`config.mk`:
```
export PLATFORM = sky130hd
export DESIGN_NAME = stdi_top
export DESIGN_NICKNAME = d
export VERILOG_FILES = /design/src/stdi_pkg.sv /design/src/stdi_sync.sv /design/src/stdi_top.sv
export VERILOG_INCLUDE_DIRS = /design/src /design/src/src
export SDC_FILE = /design/constraint.sdc
export NUM_CORES = 1
export LEC_CHECK = 0
export BUFFER_PORTS_ARGS = -buffer_cell sky130_fd_sc_hd__buf_2
export CAP_MARGIN = 25
export CORE_UTILIZATION = 40
export DETAILED_ROUTE_END_ITERATION = 16
export MAX_ROUTING_LAYER = met4
export PLACE_DENSITY = 0.69
export RECOVER_POWER = 50
export SYNTH_ARGS = -nofsm -noshare
export SYNTH_HDL_FRONTEND = slang
export SYNTH_SLANG_ARGS = --single-unit
```
`constraint.sdc`:
```
create_clock -name ref_clk_i -period 2.5 [get_ports ref_clk_i]
set_input_delay 0.25 -clock ref_clk_i [delete_from_list [all_inputs] [get_ports ref_clk_i]]
set_output_delay 0.25 -clock ref_clk_i [all_outputs]
set_load 0.05 [all_outputs]
```
`src/stdi_defs.svh`:
```
// Purpose: Offsets, field positions, reset values and timing counts for the
//          S/T digital system interface block.
// Assumes: AXI4-Lite register word per offset, 250 MHz system clock.
// Notes:   Included by its bare name; definitions only.
// Functional notes
// - Slave modes: tx frame sync edge starts channels
// - Clock master: drive tx frame sync pulse
// - Slave modes: rx frame sync edge starts output
// - Clock master format 1: rx sync marks B2
// - Control channel shifts only while select low
// - Latched open-drain interrupt on loop status change
// - Pin A default: wake pull-down when powered down
// - Rx data on bit clock, tristate otherwise
// - Clock master: pin B is D tx window
// - Network modes: pin B D window each frame
// - Clock slave: pin B is recovered clock
// - Pin-role command reassigns alternate pins
// - x2 picks pin B, x1x0 picks pin A
// - Burst-clock command changes rx frame sync role
// - Clock master: E1 then F1 gives burst clocks, D input
// - D rx window high during D rx bits
`ifndef STDI_DEFS_SVH
`define STDI_DEFS_SVH

`define STDI_ADDR_CTRL      8'h00
`define STDI_ADDR_CMD       8'h04
`define STDI_ADDR_RXDATA    8'h08
`define STDI_ADDR_TXCAP     8'h0c
`define STDI_ADDR_STATUS    8'h10
`define STDI_ADDR_MASK      8'h14
`define STDI_ADDR_LINE      8'h18

`define STDI_CTRL_RST       4'h0
`define STDI_PINS_RST       4'h0
`define STDI_STAT_TXCAP     0
`define STDI_STAT_LOOP      1
`define STDI_STAT_CMD       2

`define STDI_CMD_PIN_ROLE_COMMAND_TAG 5'h1c
`define STDI_CMD_BURST      8'hf1
`define STDI_CMD_PIN_ROLE_COMMAND_SEL 3'h1

`define STDI_SLOT_B2_FIRST  5'h08
`define STDI_SLOT_B2_LAST   5'h0f
`define STDI_SLOT_D_FIRST   5'h10
`define STDI_SLOT_END       5'h12
`define STDI_FRAME_BITS     32
`define STDI_SYS_CLK_KHZ    250000
`define STDI_TEM_BCLK_KHZ   256
`define STDI_TEM_HALF_CYC   (`STDI_SYS_CLK_KHZ / (2 * `STDI_TEM_BCLK_KHZ))

`define STDI_RESP_OKAY      2'h0
`define STDI_RESP_SLVERR    2'h2

`endif

```
`src/stdi_pkg.sv`:
```
// Purpose: Types shared by the S/T digital system interface block.
// Assumes: Nothing beyond the defs header.
// Notes:   Field order of the structs is the register bit order.
package stdi_pkg;

	typedef enum logic [1:0] {
		STDI_TEM = 2'h0,
		STDI_TES = 2'h1,
		STDI_NTA = 2'h2,
		STDI_NTF = 2'h3
	} stdi_mode_t;

	typedef struct packed {
		logic       powered;
		logic       fmt1;
		stdi_mode_t mode;
	} stdi_ctrl_t;

	typedef struct packed {
		logic       burst;
		logic       b_clk;
		logic [1:0] a_sel;
	} stdi_pins_t;

endpackage

```
`src/stdi_sync.sv`:
```
// Purpose: Two flip-flop synchroniser for pins from outside the clock.
// Assumes: Each bit is an independent level.
// Notes:   Only the second stage is visible outside.
`timescale 1ns/100ps
module stdi_sync #(
	parameter int             W       = 1,
	parameter logic [W-1:0]   RST_VAL = '0
) (
	input  wire logic         ref_clk_i,
	input  wire logic         sys_rst_i,
	input  wire logic [W-1:0] async_i,
	output logic      [W-1:0] sync_o
);
	logic [W-1:0] meta_q;

	always_ff @(posedge ref_clk_i) begin
		if (sys_rst_i) begin
			meta_q <= RST_VAL;
			sync_o <= RST_VAL;
		end else begin
			meta_q <= async_i;
			sync_o <= meta_q;
		end
	end
endmodule

```
`src/stdi_top.sv`:
```
// Purpose: Digital system interface of an S/T line transceiver.
// Assumes: All pins and the bit clock are sampled by ref_clk_i.
// Notes:   Open-drain and tristate pins are value plus active-low enable.
//
// The AXI4-Lite slave port and the address map were decided locally.
`timescale 1ns/100ps
`include "stdi_defs.svh"
module stdi_top #(
	parameter int FRAME_BITS = `STDI_FRAME_BITS,
	parameter int HALF_CYC   = `STDI_TEM_HALF_CYC
) (
	input  wire logic        ref_clk_i,
	input  wire logic        sys_rst_i,
	input  wire logic [7:0]  s_axi_awaddr_i,
	input  wire logic        s_axi_awvalid_i,
	output logic             s_axi_awready_o,
	input  wire logic [31:0] s_axi_wdata_i,
	input  wire logic [3:0]  s_axi_wstrb_i,
	input  wire logic        s_axi_wvalid_i,
	output logic             s_axi_wready_o,
	output logic [1:0]       s_axi_bresp_o,
	output logic             s_axi_bvalid_o,
	input  wire logic        s_axi_bready_i,
	input  wire logic [7:0]  s_axi_araddr_i,
	input  wire logic        s_axi_arvalid_i,
	output logic             s_axi_arready_o,
	output logic [31:0]      s_axi_rdata_o,
	output logic [1:0]       s_axi_rresp_o,
	output logic             s_axi_rvalid_o,
	input  wire logic        s_axi_rready_i,
	output logic             irq_o,
	input  wire logic        bclk_i,
	output logic             bclk_o,
	output logic             bclk_oe_n_o,
	input  wire logic        tx_frame_sync_i,
	output logic             tx_frame_sync_o,
	output logic             tx_frame_sync_oe_n_o,
	input  wire logic        rx_frame_sync_i,
	output logic             rx_frame_sync_o,
	output logic             rx_frame_sync_oe_n_o,
	input  wire logic        tx_serial_in_i,
	output logic             rx_serial_out_o,
	output logic             rx_serial_out_oe_n_o,
	input  wire logic        cs_n_i,
	input  wire logic        ctl_clk_i,
	input  wire logic        control_serial_in_i,
	output logic             ctl_serial_out_o,
	output logic             ctl_serial_out_oe_n_o,
	output logic             status_irq_n_o,
	output logic             status_irq_n_oe_n_o,
	output logic             alt_pin_a_o,
	output logic             alt_pin_a_oe_n_o,
	output logic             alt_pin_b_o,
	input  wire logic        line_signal_i,
	input  wire logic [3:0]  loop_status_i
);
	import stdi_pkg::*;

	localparam int FW = $clog2(FRAME_BITS);

	function automatic logic in_d_slot(input logic [4:0] c);
		in_d_slot = (c >= `STDI_SLOT_D_FIRST) && (c < `STDI_SLOT_END);
	endfunction

	function automatic stdi_pins_t pin_default(input stdi_mode_t m);
		pin_default = '{burst: 1'b0, b_clk: (m == STDI_TES), a_sel: 2'h0};
	endfunction

	function automatic logic [31:0] merge(input logic [31:0] o,
		input logic [31:0] n, input logic [3:0] s);
		merge = o;
		for (int i = 0; i < 4; i++) begin
			if (s[i]) begin
				merge[8*i +: 8] = n[8*i +: 8];
			end
		end
	endfunction

	// Pin synchronisers; select idles high so reset does not look selected
	logic [7:0] pin_s;
	logic [7:0] prev_q;
	stdi_sync #(.W(8), .RST_VAL(8'h08)) u_sync (
		.ref_clk_i (ref_clk_i),
		.sys_rst_i (sys_rst_i),
		.async_i   ({bclk_i, tx_frame_sync_i, rx_frame_sync_i,
		              tx_serial_in_i, cs_n_i, ctl_clk_i,
		              control_serial_in_i, line_signal_i}),
		.sync_o    (pin_s)
	);
	wire logic bclk_s   = pin_s[7];
	wire logic txfs_s   = pin_s[6];
	wire logic rxfs_s   = pin_s[5];
	wire logic txin_s   = pin_s[4];
	wire logic cs_s     = pin_s[3];
	wire logic cclk_s   = pin_s[2];
	wire logic ci_s     = pin_s[1];
	wire logic line_s   = pin_s[0];

	stdi_ctrl_t  ctrl_q;
	stdi_pins_t  pins_q;
	logic [17:0] rxdata_q, txcap_q, tx_sh_q, rx_sh_q;
	logic [2:0]  status_q, mask_q;
	logic [4:0]  tx_cnt_q, rx_cnt_q;
	logic [FW-1:0] fr_q;
	logic [15:0] div_q;
	logic        bclk_int_q, bsel_p_q, int_q;
	logic [3:0]  loop_q;

	wire logic terminal_clock_master_mode      = (ctrl_q.mode == STDI_TEM);
	wire logic burst_on = terminal_clock_master_mode & pins_q.burst;

	// Master-mode bit clock; also stands in for the recovered clock, so
	// its phase follows ref_clk_i rather than the line.
	wire logic div_end  = (div_q == 16'(HALF_CYC - 1));
	wire logic bclk_sel = terminal_clock_master_mode ? bclk_int_q : bclk_s;
	wire logic rise     = bclk_sel & ~bsel_p_q;
	wire logic fr_wrap  = (fr_q == FW'(FRAME_BITS - 1));
	wire logic tx_fs_ev = terminal_clock_master_mode ? (rise & fr_wrap) : (txfs_s & ~prev_q[6]);
	wire logic rx_fs_ev = terminal_clock_master_mode ? (rise & fr_wrap) : (rxfs_s & ~prev_q[5]);
	wire logic tx_act   = tx_cnt_q < `STDI_SLOT_END;
	wire logic rx_act   = rx_cnt_q < `STDI_SLOT_END;
	wire logic d_tx_win = in_d_slot(tx_cnt_q);
	wire logic d_rx_win = in_d_slot(rx_cnt_q);
	wire logic rx_b2    = (rx_cnt_q >= `STDI_SLOT_B2_FIRST) &&
	                      (rx_cnt_q <= `STDI_SLOT_B2_LAST);
	// Burst mode takes the D bits from the rx frame sync pin
	wire logic tx_bit   = (burst_on & d_tx_win) ? rxfs_s : txin_s;
	wire logic tx_done  = rise & (tx_cnt_q == `STDI_SLOT_END - 5'h01);

	always_ff @(posedge ref_clk_i) begin
		if (sys_rst_i) begin
			div_q      <= 16'h0000;
			bclk_int_q <= 1'b0;
			bsel_p_q   <= 1'b0;
			prev_q     <= 8'h08;
			fr_q       <= '0;
		end else begin
			div_q      <= div_end ? 16'h0000 : div_q + 16'h0001;
			bclk_int_q <= bclk_int_q ^ div_end;
			bsel_p_q   <= bclk_sel;
			prev_q     <= pin_s;
			if (rise) begin
				fr_q <= fr_wrap ? '0 : fr_q + FW'(1);
			end
		end
	end

	// Transmit slot counter and capture of B1, B2, D from the far side
	always_ff @(posedge ref_clk_i) begin
		if (sys_rst_i) begin
			tx_cnt_q <= `STDI_SLOT_END;
			tx_sh_q  <= 18'h00000;
			txcap_q  <= 18'h00000;
		end else if (tx_fs_ev) begin
			tx_cnt_q <= 5'h00;
		end else if (rise & tx_act) begin
			tx_cnt_q <= tx_cnt_q + 5'h01;
			tx_sh_q  <= {tx_sh_q[16:0], tx_bit};
			if (tx_done) begin
				txcap_q <= {tx_sh_q[16:0], tx_bit};
			end
		end
	end

	// Receive shifter; bit 17 appears at the frame sync, next ones on rises
	always_ff @(posedge ref_clk_i) begin
		if (sys_rst_i) begin
			rx_cnt_q <= `STDI_SLOT_END;
			rx_sh_q  <= 18'h00000;
		end else if (rx_fs_ev) begin
			rx_cnt_q <= 5'h00;
			rx_sh_q  <= rxdata_q;
		end else if (rise & rx_act) begin
			rx_cnt_q <= rx_cnt_q + 5'h01;
			rx_sh_q  <= {rx_sh_q[16:0], 1'b0};
		end
	end

	assign rx_serial_out_o      = rx_sh_q[17];
	assign rx_serial_out_oe_n_o = ~rx_act;
	assign bclk_o               = bclk_int_q;
	assign bclk_oe_n_o          = ~terminal_clock_master_mode;
	assign tx_frame_sync_o      = terminal_clock_master_mode & (fr_q == '0);
	assign tx_frame_sync_oe_n_o = ~terminal_clock_master_mode;
	assign rx_frame_sync_o      = ctrl_q.fmt1 ? rx_b2 : (fr_q == '0);
	assign rx_frame_sync_oe_n_o = ~(terminal_clock_master_mode & ~pins_q.burst);

	// Alternate pins
	wire logic sclk      = bclk_int_q;
	wire logic wake_pull = ~ctrl_q.powered & line_s;
	wire logic a_cmos    = burst_on | (pins_q.a_sel != 2'h0);
	wire logic a_func    = (pins_q.a_sel == 2'h1) ? d_rx_win :
	                       (pins_q.a_sel == 2'h2) ? sclk : d_tx_win;
	assign alt_pin_a_o      = burst_on ? (bclk_sel & d_rx_win) :
	                          (a_cmos & a_func);
	assign alt_pin_a_oe_n_o = ~(a_cmos | wake_pull);
	assign alt_pin_b_o      = burst_on ? (bclk_sel & d_tx_win) :
	                          pins_q.b_clk ? sclk : d_tx_win;

	// Control channel: serial command in, status byte out
	logic [7:0] ctl_sh_q, ctl_out_q;
	logic [3:0] ctl_cnt_q;
	wire logic cclk_rise = cclk_s & ~prev_q[2];
	wire logic cs_end    = cs_s & ~prev_q[3];
	wire logic ser_cmd   = cs_end & (ctl_cnt_q == 4'h8);
	wire logic stat_read = ser_cmd; // full byte clocked out reads the status

	always_ff @(posedge ref_clk_i) begin
		if (sys_rst_i) begin
			ctl_sh_q  <= 8'h00;
			ctl_out_q <= 8'h00;
			ctl_cnt_q <= 4'h0;
		end else if (cs_s) begin
			ctl_cnt_q <= 4'h0;
			ctl_out_q <= {int_q, 3'h0, loop_status_i};
		end else if (cclk_rise & (ctl_cnt_q != 4'h8)) begin
			ctl_sh_q  <= {ctl_sh_q[6:0], ci_s};
			ctl_out_q <= {ctl_out_q[6:0], 1'b0};
			ctl_cnt_q <= ctl_cnt_q + 4'h1;
		end
	end
	assign ctl_serial_out_o      = ctl_out_q[7];
	assign ctl_serial_out_oe_n_o = cs_s;

	// AXI4-Lite slave; one write and one read in flight
	logic [7:0]  aw_addr_q;
	logic [31:0] w_data_q;
	logic [3:0]  w_strb_q;
	logic        aw_full_q, w_full_q;
	wire logic wr_fire = aw_full_q & w_full_q & ~s_axi_bvalid_o;
	wire logic wr_ctrl = wr_fire & (aw_addr_q == `STDI_ADDR_CTRL) & w_strb_q[0];
	wire logic wr_cmd  = wr_fire & (aw_addr_q == `STDI_ADDR_CMD) & w_strb_q[0];
	wire logic [31:0] wd_rx = merge({14'h0000, rxdata_q}, w_data_q, w_strb_q);
	wire logic wr_hit  = (aw_addr_q <= `STDI_ADDR_LINE) & (aw_addr_q[1:0] == 2'h0);
	wire logic rd_hit  = (s_axi_araddr_i <= `STDI_ADDR_LINE) &
	                     (s_axi_araddr_i[1:0] == 2'h0);
	wire logic [31:0] rd_word =
		(s_axi_araddr_i == `STDI_ADDR_CTRL)   ? {28'h0, ctrl_q} :
		(s_axi_araddr_i == `STDI_ADDR_CMD)    ? {28'h0, pins_q} :
		(s_axi_araddr_i == `STDI_ADDR_RXDATA) ? {14'h0, rxdata_q} :
		(s_axi_araddr_i == `STDI_ADDR_TXCAP)  ? {14'h0, txcap_q} :
		(s_axi_araddr_i == `STDI_ADDR_STATUS) ? {29'h0, status_q} :
		(s_axi_araddr_i == `STDI_ADDR_MASK)   ? {29'h0, mask_q} :
		(s_axi_araddr_i == `STDI_ADDR_LINE)   ?
			{26'h0, int_q, line_s, loop_status_i} : 32'h00000000;

	assign s_axi_awready_o = ~aw_full_q & ~s_axi_bvalid_o;
	assign s_axi_wready_o  = ~w_full_q & ~s_axi_bvalid_o;
	assign s_axi_arready_o = ~s_axi_rvalid_o;

	always_ff @(posedge ref_clk_i) begin
		if (sys_rst_i) begin
			aw_full_q      <= 1'b0;
			w_full_q       <= 1'b0;
			aw_addr_q      <= 8'h00;
			w_data_q       <= 32'h00000000;
			w_strb_q       <= 4'h0;
			s_axi_bvalid_o <= 1'b0;
			s_axi_bresp_o  <= `STDI_RESP_OKAY;
			s_axi_rvalid_o <= 1'b0;
			s_axi_rresp_o  <= `STDI_RESP_OKAY;
			s_axi_rdata_o  <= 32'h00000000;
		end else begin
			if (s_axi_awvalid_i & s_axi_awready_o) begin
				aw_full_q <= 1'b1;
				aw_addr_q <= s_axi_awaddr_i;
			end
			if (s_axi_wvalid_i & s_axi_wready_o) begin
				w_full_q <= 1'b1;
				w_data_q <= s_axi_wdata_i;
				w_strb_q <= s_axi_wstrb_i;
			end
			if (wr_fire) begin
				aw_full_q      <= 1'b0;
				w_full_q       <= 1'b0;
				s_axi_bvalid_o <= 1'b1;
				s_axi_bresp_o  <= wr_hit ? `STDI_RESP_OKAY : `STDI_RESP_SLVERR;
			end else if (s_axi_bready_i) begin
				s_axi_bvalid_o <= 1'b0;
			end
			if (s_axi_arvalid_i & s_axi_arready_o) begin
				s_axi_rvalid_o <= 1'b1;
				s_axi_rdata_o  <= rd_word;
				s_axi_rresp_o  <= rd_hit ? `STDI_RESP_OKAY : `STDI_RESP_SLVERR;
			end else if (s_axi_rready_i) begin
				s_axi_rvalid_o <= 1'b0;
			end
		end
	end

	// Commands from the serial channel win over a bus command write in the same cycle; a CTRL write wins over them
	wire logic [7:0] cmd_val   = ser_cmd ? ctl_sh_q : w_data_q[7:0];
	wire logic       cmd_ev    = ser_cmd | wr_cmd;
	wire logic       is_pin_role_command = cmd_val[7:3] == `STDI_CMD_PIN_ROLE_COMMAND_TAG;
	wire logic       is_burst  = cmd_val == `STDI_CMD_BURST;
	wire logic       e1_set    = ~pins_q.burst & ~pins_q.b_clk &
	                             ({pins_q.b_clk, pins_q.a_sel} == `STDI_CMD_PIN_ROLE_COMMAND_SEL);
	wire logic       loop_chg  = loop_q != loop_status_i;
	wire logic [2:0] stat_ev   = {cmd_ev, loop_chg, tx_done};
	wire logic [2:0] w1c       = (wr_fire & (aw_addr_q == `STDI_ADDR_STATUS) &
	                             w_strb_q[0]) ? w_data_q[2:0] : 3'h0;

	always_ff @(posedge ref_clk_i) begin
		if (sys_rst_i) begin
			ctrl_q   <= stdi_ctrl_t'(`STDI_CTRL_RST);
			pins_q   <= stdi_pins_t'(`STDI_PINS_RST);
			rxdata_q <= 18'h00000;
			mask_q   <= 3'h0;
			status_q <= 3'h0;
			int_q    <= 1'b0;
			loop_q   <= 4'h0;
		end else begin
			loop_q   <= loop_status_i;
			status_q <= stat_ev | (status_q & ~w1c);
			int_q    <= loop_chg | (int_q & ~stat_read);
			if (wr_fire & (aw_addr_q == `STDI_ADDR_RXDATA)) begin
				rxdata_q <= wd_rx[17:0];
			end
			if (wr_fire & (aw_addr_q == `STDI_ADDR_MASK) & w_strb_q[0]) begin
				mask_q <= w_data_q[2:0];
			end
			if (wr_ctrl) begin
				ctrl_q <= stdi_ctrl_t'(w_data_q[3:0]);
				pins_q <= pin_default(stdi_mode_t'(w_data_q[1:0]));
			end else if (cmd_ev & is_pin_role_command) begin
				pins_q <= '{burst: 1'b0, b_clk: cmd_val[2],
				            a_sel: cmd_val[1:0]};
			end else if (cmd_ev & is_burst & terminal_clock_master_mode & e1_set) begin
				pins_q.burst <= 1'b1;
			end
		end
	end

	assign irq_o               = |(status_q & mask_q);
	assign status_irq_n_o      = 1'b0;
	assign status_irq_n_oe_n_o = ~int_q;
endmodule

```
==> results.txt, run 1 <==
* Run status: finished, violations left
- Violations in the final reports: max-capacitance violations, max-slew violations
- Final worst path period need: 2.35 ns
- Clock H-tree levels: 1
- Share of the yosys chip area belonging to registers: 47.4%
- The slowest stage of the critical path is the sky130_fd_sc_hd__or4b_2 cell.
- For the worst setup path, the data required time is 2.25 ns.
- Setup crit end kind: output port
- TritonCTS built the clock tree.
* Number of buffers added on ports: 95
- Across the whole layout, storage elements account for 0.00432 mm2.
- RSZ-0062 raised after global routing: false
- The count of nets left with antenna violations once routing finished came out at 0.
* Flop pwr share: 47.5%
- Growth of design area from synthesis to finish: 19.9%
- Sw Ratio: 22.8%
* Post-detailed-route wirelength per cell: 15.0 um
- Of the post-synthesis cell area, the part taken by muxes is 11.5%.
- The synthesized netlist devotes 11.9% of its cell area to compound gates.
- In this run the horizontal extent of the chip is 153 um.
- Measured against its own limit, the worst slew margin works out to -55.6%.
- Setup skew after layout: 0.0132 ns
* Clock input transition at the sequential cells of the worst setup and hold paths: 0.06 ns
- Based on the critical path, the design can be clocked at up to 425 MHz.
* Total number of vias: 7369
- Final-layout worst hold slack: 0.0128 ns
* Starting density of the core: 41.3%
* Largest family of logic cells by synthesized area: simple AND/OR/NAND/NOR gates
* Combinational Power Share: 6.8%
* Clock latency on the worst-skew pair: 0.51 ns
* Post-DR vias/cell: 5.18
- Synthesized flop and latch total: 216
- The clock net in this run drives a total of 216 sinks.
- The number of global-route vias before repair is 6956.
* Clock Tree Root: sky130_fd_sc_hd__clkbuf_16
- In the final design database the tool counted 1212 nets.
* Worst slew pin tran: 2.33 ns
* Drc violations: 0
- Peak per-stage delay on the critical path: 0.61 ns
* Yosys warning total: 0
- Crit path kind: reg -> out
- Global routing finished with a remaining overflow of 0.
* Period utilization: 94.1%
* FFs w/ async S/R, synth: 0%
- Chip height: 153 um
* Power Total: 7490 uW
* Reg2Reg Setup Slack: 0.36 ns
* Cell count after synthesis: 1009
- Data arrives at the worst endpoint at 2.10 ns.
* Number of optimization iterations in the first detailed-route pass: 5
* Area of the mapped netlist: 0.00912 mm2
- In this run the worst path has a maximum fanout of 4.
- Summed over all nets, the switching power comes to 1710 uW.
- The first global-routing pass estimated 34.7 mm of wire.
- Worst IR Drop VDD: 0.616 mV
* Share of power burned in the clock network: 45.7%
* Xor and xnor area share after synthesis: 2.59%
* Post-synthesis share of cell area spent on full adders, half adders and majority gates: 1.37%
- Worst setup slack after placement: 0.413 ns
- Number of antenna violations at the first check in global routing: 0
- MaxCap Viol Count: 1
* Post-synthesis average cell area: 9.04 um2
- Number of DRC markers after the initial detailed-route iteration: 501
- Placed inst area: 0.00986 mm2
- The filler cells instantiated in the layout total 2049.
* Post-synthesis cell type count: 66
- Entering global routing, the biggest net connects 81 pins.
- The multi-input combinational cells in the finished layout cover a total of 0.00440 mm2.
- The count of pins over their slew limit was 51.
- The signal on the critical path passes through inv_1, ha_1, or4b_2, nor2_1, buf_2.
* Final wirelength: 21.4 mm
- The number of antenna diodes in the final layout is 0.
- For this run, the total global-route usage over all layers was measured as 18.6%.
- Summing the areas of all and, or, nand and nor instances in the mapped netlist gives 20.0% of the synthesized area.
- Worst Setup Start Kind: register
* Final RePlAce weighted congestion: 0.849
- P_int: 5780 uW
* Number of buffers added by the clock tree synthesis step: 24
- Row generation in the floorplan step produced 54 rows.
- Type of the worst min-delay path: in -> reg
- The final count of hold timing violations came to 0.
- DPL Wire Length: 14.5 mm
* Power density over cell area: 685 mW/mm2
- Die Footprint: 0.0234 mm2
* Top_reg_cell synth: sky130_fd_sc_hd__dfxtp_1
- Setup Total Neg Slack: 0 ns
* Fraction of final layout cells sized beyond drive strength 1: 13.4%
* Post-route standard cell area excluding fillers: 0.0109 mm2
- In this run the count of I/O pins placed on the die edge is 128.
- Setup violations remaining at the end of the flow were counted as 0.
- After floorplanning, the core was sized to cover 0.0221 mm2.
- Worst Setup Slack, final: 0.148 ns
- Counting along the longest clock path gives a buffer depth of 3.
* Number of synthesized flops with an enable pin: 0
* P_leak: 0.00460 uW
-- worst max-delay path, delay by kind of cell (launching register included) --
| kind | cells | cell delay (ns) |
|---|---|---|
| adders and majority gates | 1 | 0.14 |
| and+or+nand+nor | 2 | 0.75 |
| buffers and inverters | 2 | 0.37 |
| DFF | 1 | 0.33 |
-- power by group through the flow --
stage	clock network [uW]	registers, uW	logic, uW
after floorplan	0	3640	335
after global routing	3650	3570	554
final	3420	3560	508
after detailed placement	0	3640	466
after CTS	3510	3560	509
after global placement	0	3630	462
-- cell usage in the layout (no fill, tap or decap), drive strengths merged, types with 23 or more instances in the layout --
cell,Yosys,layout
dfxtp,216,216
a21oi,75,75
nor2b,29,29
nand2,107,107
buf,32,87
a211oi,26,26
dlygate4sd3,0,35
inv,23,23
mux2i,87,87
clkbuf,43,65
nor2,137,137
-- cells by family (layout without fill, tap and decap cells) --
kind of cell / count (synthesis) / in the layout
muxes: 103 / 103
AOI/OAI and AO/OA: 169 / 169
other: 1 / 17
and+or+nand+nor: 385 / 385
DFF: 216 / 216
adders and majority gates: 10 / 10
xor gates and xnor gates: 27 / 27
buffers and inverters: 98 / 216
-- synth_stat cells, drive strengths merged, types with 8 or more instances --
library cell / number / share of area (%)
dfxtp: 216 / 47
nor2: 137 / 5.6
nand2: 107 / 4.4
mux2i: 87 / 9.6
a21oi: 75 / 4.2
clkbuf: 43 / 1.8
buf: 32 / 2.4
nor2b: 29 / 2.0
a211oi: 26 / 2.3
inv: 23 / 0.95
nand3: 19 / 1.0
o21ai: 19 / 1.1
nor3: 17 / 0.93
xor2: 17 / 1.6
mux2: 16 / 2.0
a22oi: 12 / 0.99
ha: 10 / 1.4
nand3b: 10 / 0.82
xnor2: 10 / 0.96
a31oi: 9 / 0.62
nand2b: 8 / 0.55
nand4: 8 / 0.55
nor4: 8 / 0.55
-- final cells by class --
type	instances	share of cell area (%)
Timing Repair Buffer	155	9.29
Multi-Input combinational cell	711	40.3
Clock inverter	6	1.06
Tap cell	280	3.20
Clock buffer	32	5.86
Inverter	23	0.789
Sequential cell	216	39.5
-- sequential cells by signal (all words and copies together) (netlist names), 5 cells and up --
| name | cells |
|---|---|
| rx_sh_q | 18 |
| rxdata_q | 18 |
| s_axi_rdata_o | 18 |
| txcap_q | 18 |
| w_data_q | 18 |
| tx_sh_q | 17 |
| div_q | 16 |
| aw_addr_q | 8 |
| ctl_out_q | 8 |
| ctl_sh_q | 8 |
| u_sync.meta_q | 8 |
| u_sync.sync_o | 8 |
| fr_q | 5 |
| rx_cnt_q | 5 |
| tx_cnt_q | 5 |
-- layer usage --
metal	global-route usage, %	wire length, um
met1	25.1	10400
met5	-	0
met4	4.47	413
met3	2.64	1070
met2	29.2	9570
-- timing repair --
item	CTS	global route
hold endpoints to repair	34	1
setup buffers	0	0
resized for setup	0	5
hold buffers	34	1
endpoints found under the setup margin	0	2
-- path summary, 6_finish.rpt --
check / start / to / depth (start not counted)
min reg2reg: u_sync.meta_q[3]$_SDFF_PP1_ / u_sync.sync_o[3]$_SDFF_PP1_ / 1
min: s_axi_wdata_i[6] / w_data_q[6]$_SDFFE_PP0P_ / 3
max reg2reg: aw_addr_q[1]$_SDFFE_PP0P_ / rxdata_q[6]$_SDFFE_PP0P_ / 6
max: fr_q[0]$_SDFFE_PP0P_ / tx_frame_sync_o / 5
-- stage by stage --
step	utilization (%)	instances
final	49.5	1423
after floorplan	-	1025
after global routing	49.5	1423
after CTS	49.6	1422
after global placement	44.6	1350
after detailed placement	44.6	1350
(Power assumes the default switching activity.)
==> inputs of run 2 (changes only) <==
--- a/config.mk
+++ b/config.mk
@@ -9,10 +9,12 @@
 export BUFFER_PORTS_ARGS = -buffer_cell sky130_fd_sc_hd__buf_2
 export CAP_MARGIN = 25
 export CORE_UTILIZATION = 40
+export CTS_BUF_LIST = sky130_fd_sc_hd__clkbuf_8
 export DETAILED_ROUTE_END_ITERATION = 16
 export MAX_ROUTING_LAYER = met4
 export PLACE_DENSITY = 0.69
 export RECOVER_POWER = 50
+export SKIP_CTS_REPAIR_TIMING = 1
 export SYNTH_ARGS = -nofsm -noshare
 export SYNTH_HDL_FRONTEND = slang
 export SYNTH_SLANG_ARGS = --single-unit
==> constraint.sdc (replaced) <==
create_clock -name ref_clk_i -period 2.66 [get_ports ref_clk_i]
set_input_delay 0.266 -clock ref_clk_i [delete_from_list [all_inputs] [get_ports ref_clk_i]]
set_output_delay 0.266 -clock ref_clk_i [all_outputs]
set_load 0.05 [all_outputs]
==> run 2 against run 1 <==
  * The flow finishes with violations (negative hold slack, max-capacitance violations, max-slew violations)
  * Total power down 8.6%
  * Core utilization down 0.68 points
  * Flip-flop and latch count unchanged
  * Wire length down 0.56%
  * Sequential share of layout area up 0.55 points
  * Global-route usage down 0.14 points
  * Register-to-register slack better by 0.09 ns
  * Design area down 1.4%
  * Via count down 0.16%
  * Clock skew up 0.0031 ns
  * Combinational power down 9.1%
  * Largest power group unchanged
  * Highest routed layer unchanged
==> results.txt, run 2 (same netlist as run 1, synthesis figures left out) <==
* Placed inst area: 0.00981 mm2
- In the finished design, the share of the clock period the worst path needs comes to 92.7%.
* Post-detailed-route wirelength per cell: 14.8 um
- VDD sags by at most 0.424 mV.
* Number of top-level pins: 128
- Total number of vias: 7357
- Number of antenna violations at the first check in global routing: 0
- The die is 153 um wide.
- RSZ-0062 raised after global routing: false
- The final count of hold timing violations was 3.
- In this run the worst path has a maximum fanout of 6.
- From bottom edge to top edge, the die measures 153 um.
- The library cell used most frequently in the layout, excluding fill and tap cells, is sky130_fd_sc_hd__dfxtp_1.
- Worst Setup Slack, final: 0.193 ns
* Post-DR vias/cell: 5.12
* Number of DRC markers after the initial detailed-route iteration: 547
- Reg-to-reg startpoint: ctrl_q[1]$_SDFFE_PP0P_
- Sw Ratio: 24.0%
* Net load switching power: 1640 uW
* Combinational Power Share: 6.8%
- STA classifies the critical path startpoint as a register.
* Nets@finish: 1213
- Crit path kind: reg -> out
- Start point of the critical path: ctrl_q[0]$_SDFFE_PP0P_
- WP data required: 2.39 ns
- Drc violations: 0
- Number of cells traversed by the worst hold path: 2
- TritonCTS built the clock tree.
- Met1 usage: 24.5%
* MaxCap Viol Count: 1
- Violations in the final reports: negative hold slack, max-capacitance violations, max-slew violations
- Cells with a size suffix above 1 make up 14.4% of the layout.
- Worst-case clock buffer depth: 3
* Maximum number of pins on one net before global-route repair: 64
- Site Rows: 54
* P_leak: 0.00460 uW
* Grt total ovfl: 0
* Max Clock Freq: 405 MHz
- Clock H-tree levels: 2
* Headroom to the max-slew limit: -55.7%
- P_int: 5200 uW
- The layer flagged by global routing as most heavily used is met2.
- In this run the power density over the cells is 635 mW/mm2.
- The top cell types in the final layout, fill and taps aside, are 216 x sky130_fd_sc_hd__dfxtp_1, 137 x sky130_fd_sc_hd__nor2_1, 106 x sky130_fd_sc_hd__nand2_1.
- Post-route core utilization: 48.8%
- Number of buffers added by the clock tree synthesis step: 37
* Total of fill cells in the finished design: 2071
* Final-layout worst hold slack: -0.0112 ns
- The die covers 0.0234 mm2.
- Met3 GRT Util: 3.71%
- Between clock sinks in the finished design, the worst skew comes to 0.0163 ns.
* Clock Tree Root: sky130_fd_sc_hd__clkbuf_8
- The first global-routing pass estimated 33.9 mm of wire.
- The count of nets left with antenna violations once routing finished came out at 0.
* Growth of design area from synthesis to finish: 18.3%
- Clock input transition at the sequential cells of the worst setup and hold paths: 0.06 ns
- The clock drives 216 sinks.
- GRT Total Usage: 18.4%
- Flop pwr share: 48.9%
- Clock latency on the worst-skew pair: 0.52 ns
- The number of global-route vias before repair came to 6817.
* Worst setup slack after placement: 0.469 ns
- The routed design has 21.3 mm of wire.
* DPL Wire Length: 14.3 mm
* Area of combinational cells with multiple inputs: 0.00439 mm2
- Routability-driven placement finished with a final weighted congestion of 0.878.
- In the global route stage, met2 resource usage came out at 27.7%.
- STA classifies the critical path endpoint as an output port.
- In the final layout, flip-flops and latches occupy 0.00432 mm2.
- The worst register-to-register path has a depth of 5.
* Worst Hold End: u_sync.meta_q[6]$_SDFF_PP0_
* Worst Min Path Start: tx_frame_sync_i
* Worst slew pin tran: 2.33 ns
- The worst register-to-register path ends at tx_sh_q[11]$_SDFFE_PP0P_.
* Type of the worst min-delay path: in -> reg
* Number of optimization iterations in the first detailed-route pass: 5
- Max-slew violation count: 63
- Run status: finished, violations left
- Setup violations remaining at the end of the flow were counted as 0.
- Setup Total Neg Slack: 0 ns
* CORE AREA: 0.0221 mm2
* Starting density of the core: 41.3%
* Arrival time of data at the critical path endpoint: 2.20 ns
- The setup check on the worst reg-to-reg path leaves a slack of 0.45 ns.
* Post-route standard cell area excluding fillers: 0.0108 mm2
* Number of buffers added on ports: 95
* Share of power burned in the clock network: 44.3%
- Final worst path period need: 2.47 ns
==> run 2: changes by cell type in the layout (fill, tap and decap cells not counted), sizes merged, moves of 3 or more <==
cell         change
clkbuf          +13
inv             +13
dlygate4sd3      -9
buf              -3
==> run 2: layer usage <==
metal,up-vias,share of wire (%)
met5,-,0
met4,0,2.3
met3,36,4.9
met2,174,44
met1,3425,49
li1,3722,-
==> run 2: worst max path at each step <==
stage | endpoint | slack (ns)
floorplan | alt_pin_a_oe_n_o | 0.08
global placement | tx_sh_q[12]$_SDFFE_PP0P_ | 0.48
detailed placement | tx_sh_q[11]$_SDFFE_PP0P_ | 0.47
CTS | alt_pin_a_oe_n_o | 0.19
global route | alt_pin_a_o | 0.04
finish | alt_pin_a_oe_n_o | 0.19
==> run 2: cell type report <==
class | count | share of cell area [%]
Antenna cell | 1 | 0.0232
Timing Repair Buffer | 143 | 8.14
Inverter | 23 | 0.800
Clock inverter | 17 | 1.15
Clock buffer | 46 | 5.87
Sequential cell | 216 | 40.1
Tap cell | 280 | 3.25
Multi-Input combinational cell | 711 | 40.7
==> run 2: per-stage QoR <==
step	hold slack, ns	total power (uW)	instances
final	-0.0112	6840	1437
after global routing	0.00103	7130	1436
after CTS	-0.0880	6910	1410
after detailed placement	0.402	3850	1347
after global placement	0.406	3840	1347
after floorplan	0.366	3730	1025
==> run 2: power by group through the flow <==
stage                     Combinational (uW)  Sequential, uW  Clock, uW
after floorplan                          314            3420          0
after global placement                   429            3420          0
after detailed placement                 433            3420          0
after CTS                                435            3350       3130
after global routing                     506            3350       3270
final                                    462            3350       3040
==> run 2: worst max-delay path: stages, from the launching register on <==
cell,delay [ns]
sky130_fd_sc_hd__dfxtp_1,0.41
sky130_fd_sc_hd__nor2_1,0.09
sky130_fd_sc_hd__buf_4,0.16
sky130_fd_sc_hd__a2111oi_1,0.65
sky130_fd_sc_hd__buf_2,0.38
